--- src/hw/scfg_pkg.sv ---
// package of constants and types for the strap and eeprom configuration loader
package scfg_pkg;
    localparam int unsigned CLK_HZ            = 50_000_000;
    localparam int unsigned LOAD_TIME_MS      = 15;                       // config_load_time limit
    localparam int unsigned LOAD_LIMIT_CYC    = CLK_HZ / 1000 * LOAD_TIME_MS;
    localparam int unsigned SCL_HZ            = 100_000;
    localparam int unsigned SCL_QTR_CYC       = CLK_HZ / SCL_HZ / 4;      // quarter scl period
    localparam int unsigned REG_COUNT         = 110;
    localparam int unsigned ADDR_W            = 7;
    localparam logic [6:0]  EEPROM_DEV_ADDR   = 7'h50;
    localparam logic [7:0]  FAMILY_CODE_DFLT  = 8'h5a;                    // arbitrary value
    localparam logic [7:0]  REG_RESET_VAL     = 8'h00;
    localparam int unsigned FIFO_DEPTH        = 8;
    localparam int unsigned FIFO_WIDTH        = 8;
    // dual interface decode
    localparam logic [1:0]  SW_IF_OFF         = 2'h0;
    localparam logic [1:0]  SW_IF_PHY_MII     = 2'h1;
    localparam logic [1:0]  SW_IF_MAC_MII     = 2'h2;
    localparam logic [1:0]  SW_IF_PHY_SNI     = 2'h3;
    localparam logic [2:0]  DUAL_ALL_OFF      = 3'h4;
    // serial bus decode
    localparam logic [1:0]  BUS_TWI_MASTER    = 2'h0;
    localparam logic [1:0]  BUS_RESERVED      = 2'h1;
    localparam logic [1:0]  BUS_SPI_SLAVE     = 2'h2;
    localparam logic [1:0]  BUS_BIST          = 2'h3;

    typedef enum logic [3:0] {
        SCFG_IDLE  = 4'h0,
        SCFG_START = 4'h1,
        SCFG_WBYTE = 4'h3,
        SCFG_WACK  = 4'h2,
        SCFG_RSTRT = 4'h6,
        SCFG_RBYTE = 4'h7,
        SCFG_RACK  = 4'h5,
        SCFG_STOP  = 4'h4,
        SCFG_DONE  = 4'hc
    } scfg_state_t;
endpackage

--- src/hw/scfg_fifo.sv ---
// parameterised valid/ready fifo
`timescale 1ns/1ns
module scfg_fifo #(
    parameter int unsigned WIDTH = 8,
    parameter int unsigned DEPTH = 8
) (
    input  wire logic             clk_i,
    input  wire logic             rst_b_i,
    input  wire logic             ce_i,
    input  wire logic             in_valid_i,
    output logic                  in_ready_o,
    input  wire logic [WIDTH-1:0] in_data_i,
    output logic                  out_valid_o,
    input  wire logic             out_ready_i,
    output logic [WIDTH-1:0]      out_data_o
);
    localparam int unsigned AW = $clog2(DEPTH);
    logic [WIDTH-1:0] mem_q [DEPTH];
    logic [AW-1:0]    wr_q, wr_d, rd_q, rd_d;
    logic [AW:0]      cnt_q, cnt_d;
    logic             push, pop;

    // pointer and count next values
    always_comb begin
        in_ready_o  = (cnt_q != (AW+1)'(DEPTH));
        out_valid_o = (cnt_q != '0);
        out_data_o  = mem_q[rd_q];
        push        = in_valid_i && in_ready_o;
        pop         = out_valid_o && out_ready_i;
        wr_d        = push ? ((wr_q == AW'(DEPTH-1)) ? '0 : wr_q + 1'b1) : wr_q;
        rd_d        = pop  ? ((rd_q == AW'(DEPTH-1)) ? '0 : rd_q + 1'b1) : rd_q;
        cnt_d       = cnt_q + (AW+1)'(push) - (AW+1)'(pop);
    end

    // registers
    always_ff @(posedge clk_i) begin
        if (!rst_b_i) begin
            wr_q  <= '0;
            rd_q  <= '0;
            cnt_q <= '0;
        end else if (ce_i) begin
            wr_q  <= wr_d;
            rd_q  <= rd_d;
            cnt_q <= cnt_d;
            if (push) begin
                mem_q[wr_q] <= in_data_i;
            end
        end
    end
endmodule // scfg_fifo

--- src/hw/scfg_loader.sv ---
// strap capture and two-wire eeprom configuration loader
`timescale 1ns/1ns
module scfg_loader
    import scfg_pkg::*;
#(
    parameter int unsigned LOAD_LIMIT  = LOAD_LIMIT_CYC,
    parameter logic [7:0]  FAMILY_CODE = FAMILY_CODE_DFLT
) (
    input  wire logic                     clk_i,
    input  wire logic                     rst_b_i,
    input  wire logic                     ce_i,
    input  wire logic                     dual_if_cfg_bit1_i,
    input  wire logic                     dual_if_cfg_bit0_i,
    input  wire logic                     port5_led1_cfg_msb_strap_i,
    input  wire logic                     port5_led2_aging_strap_i,
    output logic                          port5_led1_o,
    output logic                          port5_led1_oe_o,
    output logic                          port5_led2_o,
    output logic                          port5_led2_oe_o,
    input  wire logic                     led1_drive_i,
    input  wire logic                     led2_drive_i,
    input  wire logic                     serial_bus_sel_hi_i,
    input  wire logic                     serial_bus_sel_lo_i,
    output logic [1:0]                    sw_if_mode_o,
    output logic                          p5_if_en_o,
    output logic                          aging_en_o,
    output logic [1:0]                    serial_bus_mode_o,
    output logic                          scl_o,
    output logic                          scl_oe_o,
    output logic                          sda_o,
    output logic                          sda_oe_o,
    input  wire logic                     sda_i,
    output logic                          cfg_wr_valid_o,
    input  wire logic                     cfg_wr_ready_i,
    output logic [scfg_pkg::ADDR_W-1:0]   cfg_wr_addr_o,
    output logic [7:0]                    cfg_wr_data_o,
    output logic                          load_done_o,
    output logic                          load_ok_o,
    output logic                          load_timeout_o
);
    import scfg_pkg::*;

    // read-only or status positions, not written by the load
    function automatic logic is_ro(input logic [ADDR_W-1:0] a);
        is_ro = (a <= 7'd1) || (a[3:0] >= 4'he && a >= 7'd16 && a <= 7'd95);
    endfunction

    // strap pins pass two flops first; they run through reset so the capture sees settled levels
    logic [5:0] strap_m_q, strap_s_q;
    always_ff @(posedge clk_i) begin
        if (ce_i) begin
            strap_m_q <= {port5_led1_cfg_msb_strap_i, dual_if_cfg_bit1_i, dual_if_cfg_bit0_i,
                          port5_led2_aging_strap_i, serial_bus_sel_hi_i, serial_bus_sel_lo_i};
            strap_s_q <= strap_m_q;
        end
    end

    // strap capture, pins are inputs while reset is low and until the first clock edge after its release
    logic [5:0] strap_q, strap_d;
    logic       in_rst_q;
    logic [1:0] sda_sync_q;
    always_comb begin
        strap_d = in_rst_q ? strap_s_q : strap_q;
    end
    always_ff @(posedge clk_i) begin
        if (!rst_b_i) begin
            in_rst_q   <= 1'b1;
            strap_q    <= 6'h00;
            sda_sync_q <= 2'h3;
        end else if (ce_i) begin
            in_rst_q   <= 1'b0;
            strap_q    <= strap_d;                             // last reset-phase sample
            sda_sync_q <= {sda_sync_q[0], sda_i};
        end
    end

    // mode decode
    logic [2:0] dual;
    always_comb begin
        dual              = strap_q[5:3];
        sw_if_mode_o      = (dual == DUAL_ALL_OFF) ? SW_IF_OFF : dual[1:0];
        p5_if_en_o        = dual[2] && (dual != DUAL_ALL_OFF);
        aging_en_o        = strap_q[2];
        serial_bus_mode_o = strap_q[1:0];
        port5_led1_o      = led1_drive_i;
        port5_led2_o      = led2_drive_i;
        port5_led1_oe_o   = rst_b_i && !in_rst_q;
        port5_led2_oe_o   = rst_b_i && !in_rst_q;
    end

    // two-wire master engine
    scfg_state_t st_q, st_d;
    logic [15:0] tick_q, tick_d;
    logic [1:0]  ph_q, ph_d;
    logic [3:0]  bit_q, bit_d;
    logic [8:0]  sh_q, sh_d;
    logic [1:0]  wcnt_q, wcnt_d;
    logic [ADDR_W-1:0] idx_q, idx_d;
    logic [23:0] tmo_q, tmo_d;
    logic        scl_q, scl_d, sda_q, sda_d, ok_q, ok_d, to_q, to_d;
    logic        f_valid, f_ready, step, last;
    logic        sda_s;
    always_comb begin
        sda_s   = sda_sync_q[1];
        st_d    = st_q;
        ph_d    = ph_q;
        bit_d   = bit_q;
        sh_d    = sh_q;
        wcnt_d  = wcnt_q;
        idx_d   = idx_q;
        scl_d   = scl_q;
        sda_d   = sda_q;
        ok_d    = ok_q;
        to_d    = to_q;
        f_valid = 1'b0;
        last    = (idx_q == ADDR_W'(REG_COUNT-1));
        tmo_d   = (st_q == SCFG_DONE) ? tmo_q : tmo_q + 24'h00_0001;
        step    = (tick_q == 16'(SCL_QTR_CYC-1));
        tick_d  = step ? 16'h0000 : tick_q + 16'h0001;
        // leave room for a whole stop sequence so done rises by the limit
        if (tmo_q == 24'(LOAD_LIMIT - 4 * SCL_QTR_CYC - 1) && st_q != SCFG_DONE) begin
            to_d   = 1'b1;
            st_d   = SCFG_STOP;
            ph_d   = 2'h0;
            tick_d = 16'h0000;
        end else if (step) begin
            ph_d = ph_q + 2'h1;
            case (st_q)
                SCFG_IDLE: begin
                    if (strap_q[1:0] == BUS_TWI_MASTER) begin
                        st_d = SCFG_START;
                        ph_d = 2'h0;
                    end else begin
                        st_d = SCFG_DONE;
                    end
                end
                SCFG_START, SCFG_RSTRT: begin
                    // start: sda falls while scl high
                    case (ph_q)
                        2'h0: begin
                            scl_d = 1'b0;
                            sda_d = 1'b1;
                        end
                        2'h1: scl_d = 1'b1;
                        2'h2: sda_d = 1'b0;
                        default: begin
                            scl_d = 1'b0;
                            bit_d = 4'h0;
                            sh_d  = (st_q == SCFG_START) ? {EEPROM_DEV_ADDR, 1'b0, 1'b1}
                                                         : {EEPROM_DEV_ADDR, 1'b1, 1'b1};
                            st_d  = (st_q == SCFG_START) ? SCFG_WBYTE : SCFG_WACK;
                            wcnt_d = (st_q == SCFG_START) ? 2'h0 : 2'h2;
                            if (st_q == SCFG_RSTRT) begin
                                st_d = SCFG_WBYTE;
                            end
                        end
                    endcase
                end
                SCFG_WBYTE: begin
                    // 8 data bits then release for ack
                    case (ph_q)
                        2'h0: sda_d = sh_q[8];
                        2'h1: scl_d = 1'b1;
                        2'h2: ;
                        default: begin
                            scl_d = 1'b0;
                            sh_d  = {sh_q[7:0], 1'b1};
                            bit_d = bit_q + 4'h1;
                            if (bit_q == 4'h8) begin
                                wcnt_d = wcnt_q + 2'h1;
                                bit_d  = 4'h0;
                                if (wcnt_q == 2'h0) begin
                                    sh_d = 9'h001;                     // word address zero
                                end else if (wcnt_q == 2'h1) begin
                                    st_d = SCFG_RSTRT;
                                end else begin
                                    st_d = SCFG_RBYTE;
                                end
                            end
                        end
                    endcase
                end
                SCFG_RBYTE: begin
                    // sample 8 bits, then ack each byte but the last, nack at once after a wrong identity byte
                    case (ph_q)
                        2'h0: sda_d = (bit_q == 4'h8) ? (last || !ok_q) : 1'b1;   // nack ends the read
                        2'h1: scl_d = 1'b1;
                        2'h2: if (bit_q != 4'h8) sh_d = {sh_q[7:0], sda_s};
                        default: begin
                            scl_d = 1'b0;
                            bit_d = bit_q + 4'h1;
                            if (bit_q == 4'h7) begin
                                st_d = SCFG_RACK;
                            end else if (bit_q == 4'h8) begin
                                bit_d = 4'h0;
                                idx_d = idx_q + 7'd1;
                                st_d  = (last || !ok_q) ? SCFG_STOP : SCFG_RBYTE;
                            end
                        end
                    endcase
                end
                SCFG_RACK: begin
                    // byte complete, hand to fifo
                    f_valid = 1'b1;
                    if (f_ready) begin
                        if (idx_q == 7'd0) begin
                            ok_d = (sh_q[7:0] == FAMILY_CODE);
                        end
                        st_d  = SCFG_RBYTE;
                        bit_d = 4'h8;
                    end
                    ph_d = ph_q;
                end
                SCFG_STOP: begin
                    case (ph_q)
                        2'h0: begin
                            scl_d = 1'b0;
                            sda_d = 1'b0;
                        end
                        2'h1: scl_d = 1'b1;
                        2'h2: sda_d = 1'b1;
                        default: st_d = SCFG_DONE;
                    endcase
                end
                SCFG_DONE: ph_d = ph_q;
                default: st_d = SCFG_IDLE;
            endcase
        end
    end
    // engine registers
    always_ff @(posedge clk_i) begin
        if (!rst_b_i) begin
            st_q   <= SCFG_IDLE;
            tick_q <= 16'h0000;
            ph_q   <= 2'h0;
            bit_q  <= 4'h0;
            sh_q   <= 9'h1ff;
            wcnt_q <= 2'h0;
            idx_q  <= 7'd0;
            tmo_q  <= 24'h00_0000;
            scl_q  <= 1'b1;
            sda_q  <= 1'b1;
            ok_q   <= 1'b0;
            to_q   <= 1'b0;
        end else if (ce_i) begin
            st_q   <= st_d;
            tick_q <= tick_d;
            ph_q   <= ph_d;
            bit_q  <= bit_d;
            sh_q   <= sh_d;
            wcnt_q <= wcnt_d;
            idx_q  <= idx_d;
            tmo_q  <= tmo_d;
            scl_q  <= scl_d;
            sda_q  <= sda_d;
            ok_q   <= ok_d;
            to_q   <= to_d;
        end
    end

    // open-drain pins: drive low only
    always_comb begin
        scl_o          = 1'b0;
        sda_o          = 1'b0;
        scl_oe_o       = !scl_q;
        sda_oe_o       = !sda_q;
        load_done_o    = (st_q == SCFG_DONE);
        load_ok_o      = ok_q;
        load_timeout_o = to_q;
    end

    // loaded bytes pass a fifo; first byte and read-only positions dropped
    logic       fin_valid;
    logic [14:0] fout;
    logic       fout_valid;
    always_comb begin
        fin_valid = f_valid && (idx_q == 7'd0 || (ok_q && !is_ro(idx_q)));
    end
    scfg_fifo #(.WIDTH(FIFO_WIDTH + ADDR_W), .DEPTH(FIFO_DEPTH)) u_fifo (
        .clk_i       (clk_i),
        .rst_b_i     (rst_b_i),
        .ce_i        (ce_i),
        .in_valid_i  (fin_valid && idx_q != 7'd0),
        .in_ready_o  (f_ready),
        .in_data_i   ({idx_q, sh_q[7:0]}),
        .out_valid_o (fout_valid),
        .out_ready_i (cfg_wr_ready_i),
        .out_data_o  (fout)
    );
    always_comb begin
        cfg_wr_valid_o = fout_valid;
        cfg_wr_addr_o  = fout[14:8];
        cfg_wr_data_o  = fout[7:0];
    end
endmodule // scfg_loader

--- config.mk ---
export PLATFORM = sky130hd
export DESIGN_NAME = scfg_loader
export DESIGN_NICKNAME = d
export VERILOG_FILES = /design/src/hw/scfg_pkg.sv /design/src/hw/scfg_fifo.sv /design/src/hw/scfg_loader.sv
export SDC_FILE = /design/constraint.sdc
export NUM_CORES = 1
export LEC_CHECK = 0
export BUFFER_PORTS_ARGS = -buffer_cell sky130_fd_sc_hd__buf_2
export CAP_MARGIN = 20
export CELL_PAD_IN_SITES_DETAIL_PLACEMENT = 1
export CELL_PAD_IN_SITES_GLOBAL_PLACEMENT = 1
export CORE_MARGIN = 1
export CORE_UTILIZATION = 45
export CTS_CLUSTER_SIZE = 25
export DETAILED_ROUTE_END_ITERATION = 7
export GPL_TIMING_DRIVEN = 0
export HOLD_SLACK_MARGIN = 0.05
export PLACE_DENSITY_LB_ADDON = 0.1
export SYNTH_ARGS = -nofsm -noshare
export SYNTH_HDL_FRONTEND = slang
export SYNTH_HIERARCHICAL = 1
export SYNTH_SLANG_ARGS = --single-unit
--- constraint.sdc ---
create_clock -name clk_i -period 3.46 [get_ports clk_i]
set_input_delay 0.519 -clock clk_i [delete_from_list [all_inputs] [get_ports clk_i]]
set_output_delay 0.519 -clock clk_i [all_outputs]
set_load 0.005 [all_outputs]
==> metrics.txt <==
# TYPE chip_impl_metric gauge
chip_impl_metric{name="postSynth.asyncResetShare",unit="%"} 0
chip_impl_metric{name="synthesis.instances",unit=""} 832
chip_impl_metric{name="tcrit_tclk_final",unit="%"} 95.01
chip_impl_info{name="synth.top_cells.by_area",value="sky130_fd_sc_hd__edfxtp_1 (38%), sky130_fd_sc_hd__dfxtp_1 (18%), sky130_fd_sc_hd__mux4_1 (7.6%), sky130_fd_sc_hd__ha_1 (3.0%), sky130_fd_sc_hd__nor2_1 (2.1%)"} 1
chip_impl_metric{name="initial_utilization",unit="%"} 45.91
chip_impl_metric{name="synth.ff_latch_count",unit=""} 226
chip_impl_metric{name="finalWorstPathRequiredPeriod",unit="ps"} 3287
chip_impl_metric{name="portion_of_synthesized_cell_area_occupied_by_the_leading_cell_type",unit="%"} 38.13
chip_impl_metric{name="power.leakage",unit="nW"} 4.417
chip_impl_metric{name="die_area",unit="µm²"} 23710
chip_impl_metric{name="cts_buffers",unit=""} 25
chip_impl_metric{name="area_delta_synth_final",unit="%"} 17.39
chip_impl_metric{name="ant_nets",unit=""} 0
chip_impl_info{name="critPathKind",value="flop to flop"} 1
chip_impl_metric{name="route.detailed.vias_per_inst",unit=""} 5.828
chip_impl_metric{name="drc",unit=""} 0
chip_impl_metric{name="worst_ep_arrival_time",unit="ps"} 3710
chip_impl_metric{name="synth.cell_area",unit="µm²"} 10390
chip_impl_metric{name="port_buffers",unit=""} 41
chip_impl_metric{name="route.final.wire_length",unit="µm"} 26220
chip_impl_metric{name="cts.clk_slew.worst_paths",unit="ps"} 60
chip_impl_metric{name="max_slew.worst_pin.slew",unit="ps"} 804.9
chip_impl_metric{name="cap_viol_max_count",unit=""} 0
chip_impl_metric{name="yosys.cell_types.count",unit=""} 73
chip_impl_metric{name="initial_antenna_violation_count",unit=""} 0
chip_impl_info{name="root_buffer",value="sky130_fd_sc_hd__clkbuf_16"} 1
chip_impl_metric{name="grt_pass1_wl",unit="µm"} 41450
chip_impl_metric{name="via_count",unit=""} 7133
chip_impl_metric{name="irDropWorstVdd",unit="V"} 0.0003897
chip_impl_metric{name="crit_path_max_fanout",unit=""} 10
chip_impl_info{name="critPathLaunchType",value="flop"} 1
chip_impl_metric{name="share_of_layout_cells_above_drive_strength_1",unit="%"} 18.00
chip_impl_metric{name="synth_enable_flop_cells",unit=""} 132
chip_impl_metric{name="fmax",unit="MHz"} 304.2
chip_impl_metric{name="timing_hold_violations_final",unit=""} 0
chip_impl_info{name="ys_dominant_reg_cell",value="sky130_fd_sc_hd__edfxtp_1"} 1
chip_impl_info{name="synth.most_common_cell",value="sky130_fd_sc_hd__edfxtp_1"} 1
chip_impl_metric{name="post-dp-hpwl",unit="µm"} 18750
chip_impl_metric{name="clockBufferDepth",unit=""} 3
chip_impl_metric{name="top_level_ports",unit=""} 46
chip_impl_metric{name="antenna_cells_inserted",unit=""} 0
chip_impl_info{name="synth_top_cells_by_count",value="sky130_fd_sc_hd__edfxtp_1 (132), sky130_fd_sc_hd__dfxtp_1 (94), sky130_fd_sc_hd__nor2_1 (59)"} 1
chip_impl_metric{name="finalClockSkew",unit="ps"} 10.04
chip_impl_metric{name="postSynthAreaPerCell",unit="µm²"} 12.49
chip_impl_metric{name="drt-pass1-iter-count",unit=""} 4
chip_impl_metric{name="clkLatencyLatePin",unit="ps"} 530
chip_impl_metric{name="first_iter_violations",unit=""} 328
chip_impl_metric{name="finalPower",unit="W"} 0.006270
chip_impl_metric{name="routedWlPerCell",unit="µm"} 21.42
chip_impl_metric{name="synth.yosys.warnings",unit=""} 6
chip_impl_info{name="kind_of_end_point_of_the_critical_path",value="flop"} 1
chip_impl_metric{name="gp_congestion",unit=""} 0.8691
chip_impl_metric{name="grt_overflow_total",unit=""} 0
chip_impl_info{name="post-synth-top-area-cell",value="sky130_fd_sc_hd__edfxtp_1"} 1
chip_impl_metric{name="pin_count_of_the_biggest_net_entering_global_routing",unit=""} 18
chip_impl_metric{name="placementRows",unit=""} 55
chip_impl_metric{name="floorplan.die.height",unit="µm"} 154.0
chip_impl_metric{name="postPlaceCellArea",unit="µm²"} 11050
chip_impl_metric{name="grt_pass1_vias",unit=""} 7544
chip_impl_metric{name="max-slew-margin-rel",unit="%"} 45.93
chip_impl_metric{name="nNetsFinal",unit=""} 959
chip_impl_metric{name="finish.instance_area",unit="µm²"} 12200
chip_impl_metric{name="power-per-cell-area",unit="nW/µm²"} 513.8
chip_impl_metric{name="cts.htree.levels",unit=""} 1
chip_impl_info{name="unrepaired_setup_endpoints_after_global_routing",value="no"} 1
chip_impl_metric{name="hold-worst-slack",unit="ps"} 167.5
chip_impl_metric{name="timing.critical_path.required",unit="ps"} 3890
chip_impl_metric{name="synth_seq_area_share",unit="%"} 56.23
chip_impl_metric{name="slew_viol_final",unit=""} 0
chip_impl_metric{name="fp.dieW",unit="µm"} 154.0
chip_impl_metric{name="report.final.setup_viol",unit=""} 0
chip_impl_metric{name="final.setup.tns",unit="ps"} 0
chip_impl_metric{name="core_area",unit="µm²"} 22640
chip_impl_info{name="cts_tree",value="yes"} 1
chip_impl_info{name="status",value="finished clean"} 1
chip_impl_metric{name="cts_num_sinks",unit=""} 226
chip_impl_metric{name="globalRouteTotalUtil",unit="%"} 22.35
chip_impl_info{name="holdCritPathClass",value="input port to flop"} 1
-- metrics by stage --
stage | utilization, % | cells | setup slack (ps)
final | 53.90 | 1224 | 172.7
after global routing | 53.90 | 1224 | 1.943
after CTS | 53.22 | 1211 | -79.61
after detailed placement | 48.82 | 1165 | -406.6
after global placement | 48.41 | 1159 | -1413
after floorplan | - | 833 | 171.5
-- cells in the final DEF (no fill, tap or decap), types with 6 or more instances in the layout --
master / instances
sky130_fd_sc_hd__or3_1: 11
sky130_fd_sc_hd__clkbuf_1: 22
sky130_fd_sc_hd__nand4b_1: 6
sky130_fd_sc_hd__edfxtp_1: 132
sky130_fd_sc_hd__a311oi_1: 8
sky130_fd_sc_hd__buf_4: 19
sky130_fd_sc_hd__ha_1: 25
sky130_fd_sc_hd__buf_2: 49
sky130_fd_sc_hd__o31ai_1: 6
sky130_fd_sc_hd__nor2_1: 52
sky130_fd_sc_hd__nand3_1: 25
sky130_fd_sc_hd__xor2_1: 17
sky130_fd_sc_hd__clkinv_2: 6
sky130_fd_sc_hd__and4_1: 6
sky130_fd_sc_hd__bufinv_16: 8
sky130_fd_sc_hd__nor4b_1: 6
sky130_fd_sc_hd__nand2_1: 52
sky130_fd_sc_hd__o21ai_0: 33
sky130_fd_sc_hd__xnor2_1: 16
sky130_fd_sc_hd__a21oi_1: 35
sky130_fd_sc_hd__buf_6: 13
sky130_fd_sc_hd__nor2_4: 7
sky130_fd_sc_hd__inv_1: 32
sky130_fd_sc_hd__mux2_2: 15
sky130_fd_sc_hd__nor4_1: 9
sky130_fd_sc_hd__clkbuf_16: 25
sky130_fd_sc_hd__a21boi_0: 7
sky130_fd_sc_hd__or4_1: 12
sky130_fd_sc_hd__nor3_1: 13
sky130_fd_sc_hd__nand4_1: 22
sky130_fd_sc_hd__dfxtp_1: 92
sky130_fd_sc_hd__a31oi_1: 9
sky130_fd_sc_hd__mux2i_1: 13
sky130_fd_sc_hd__and3_1: 12
sky130_fd_sc_hd__mux4_1: 30
sky130_fd_sc_hd__nand2b_1: 7
-- kinds of logic (layout without fill, tap and decap cells) --
logic type,Yosys count,in the layout,synth area share [%]
simple gates,276,276,14.78
flops,226,226,56.23
compound gates,132,132,8.594
buf+inv,80,186,3.912
mux,58,58,10.46
xor+xnor,33,33,2.780
fa+ha+maj,26,26,3.202
other cells,1,2,0.03608
-- registers in the layout, summed over array words and instances, names as in the netlist, named ones only --
name / flops
in_rst_q: 1
u_fifo/rd_q: 3
strap_s_q: 6
bit_q: 4
u_fifo/mem_q: 120
load_ok_o: 1
tmo_q: 24
idx_q: 7
wcnt_q: 2
tick_q: 16
st_q: 4
sda_sync_q: 2
strap_q: 6
load_timeout_o: 1
sda_q: 1
strap_m_q: 6
u_fifo/wr_q: 3
scl_q: 1
sh_q: 9
u_fifo/cnt_q: 4
ph_q: 2
-- timing repair --
item,in CTS,in global routing
pin swaps,0,6
hold buffers,0,0
setup endpoints to repair,119,117
resized for setup,5,9
cloned,0,0
buffers inserted,0,13
-- per-layer routing --
metal,global-route usage [%],vias up,part of all wire (%)
li1,-,3369,-
met5,0,-,0
met2,42.47,109,53
met4,6.524,0,2.3
met1,26.28,3615,42
met3,2.565,40,2.6
-- report_power, final --
part           total (W)  leakage (nW)  switching, W  internal, W
logic           0.000321          1.85      0.000178     0.000143
registers        0.00288          2.09     0.0000247      0.00285
clock network    0.00307         0.479       0.00108      0.00199
total            0.00627          4.42       0.00128      0.00499
-- critical path, stage by stage (launching register included) --
cell and delay (ps):
sky130_fd_sc_hd__dfxtp_1 410, sky130_fd_sc_hd__nand4bb_1 350, sky130_fd_sc_hd__buf_6 230, sky130_fd_sc_hd__nand3_1 250, sky130_fd_sc_hd__nor2_4 100, sky130_fd_sc_hd__nand3b_1 180, sky130_fd_sc_hd__a21oi_1 240, sky130_fd_sc_hd__nand2_1 90
sky130_fd_sc_hd__ha_1 280, sky130_fd_sc_hd__inv_1 60, sky130_fd_sc_hd__ha_1 150, sky130_fd_sc_hd__inv_1 50, sky130_fd_sc_hd__fa_1 380, sky130_fd_sc_hd__xor2_1 160, sky130_fd_sc_hd__mux2i_1 90, sky130_fd_sc_hd__and2_1 160
-- worst paths after layout --
kind                  startpoint               to  slack, ps  cells past startpoint
max                      st_q[0]  u_fifo/cnt_q[2]        170                     15
max reg2reg              st_q[0]  u_fifo/cnt_q[2]        170                     15
min          serial_bus_sel_lo_i     strap_m_q[0]        170                      1
min reg2reg         strap_m_q[0]     strap_s_q[0]        420                      0
-- layout make-up --
cell class              instances  area, µm²
clock buffers                  29      670.6
clock inverters                17      301.5
flip-flops and latches        226       5848
repair buffers                 60      382.9
fillers                      2309      10440
multi-input cells             527       4237
inverters                      32      120.1
plain buffers                  48      286.5
well taps                     285      356.6
Note: power is estimated with default switching activity, not from simulation.
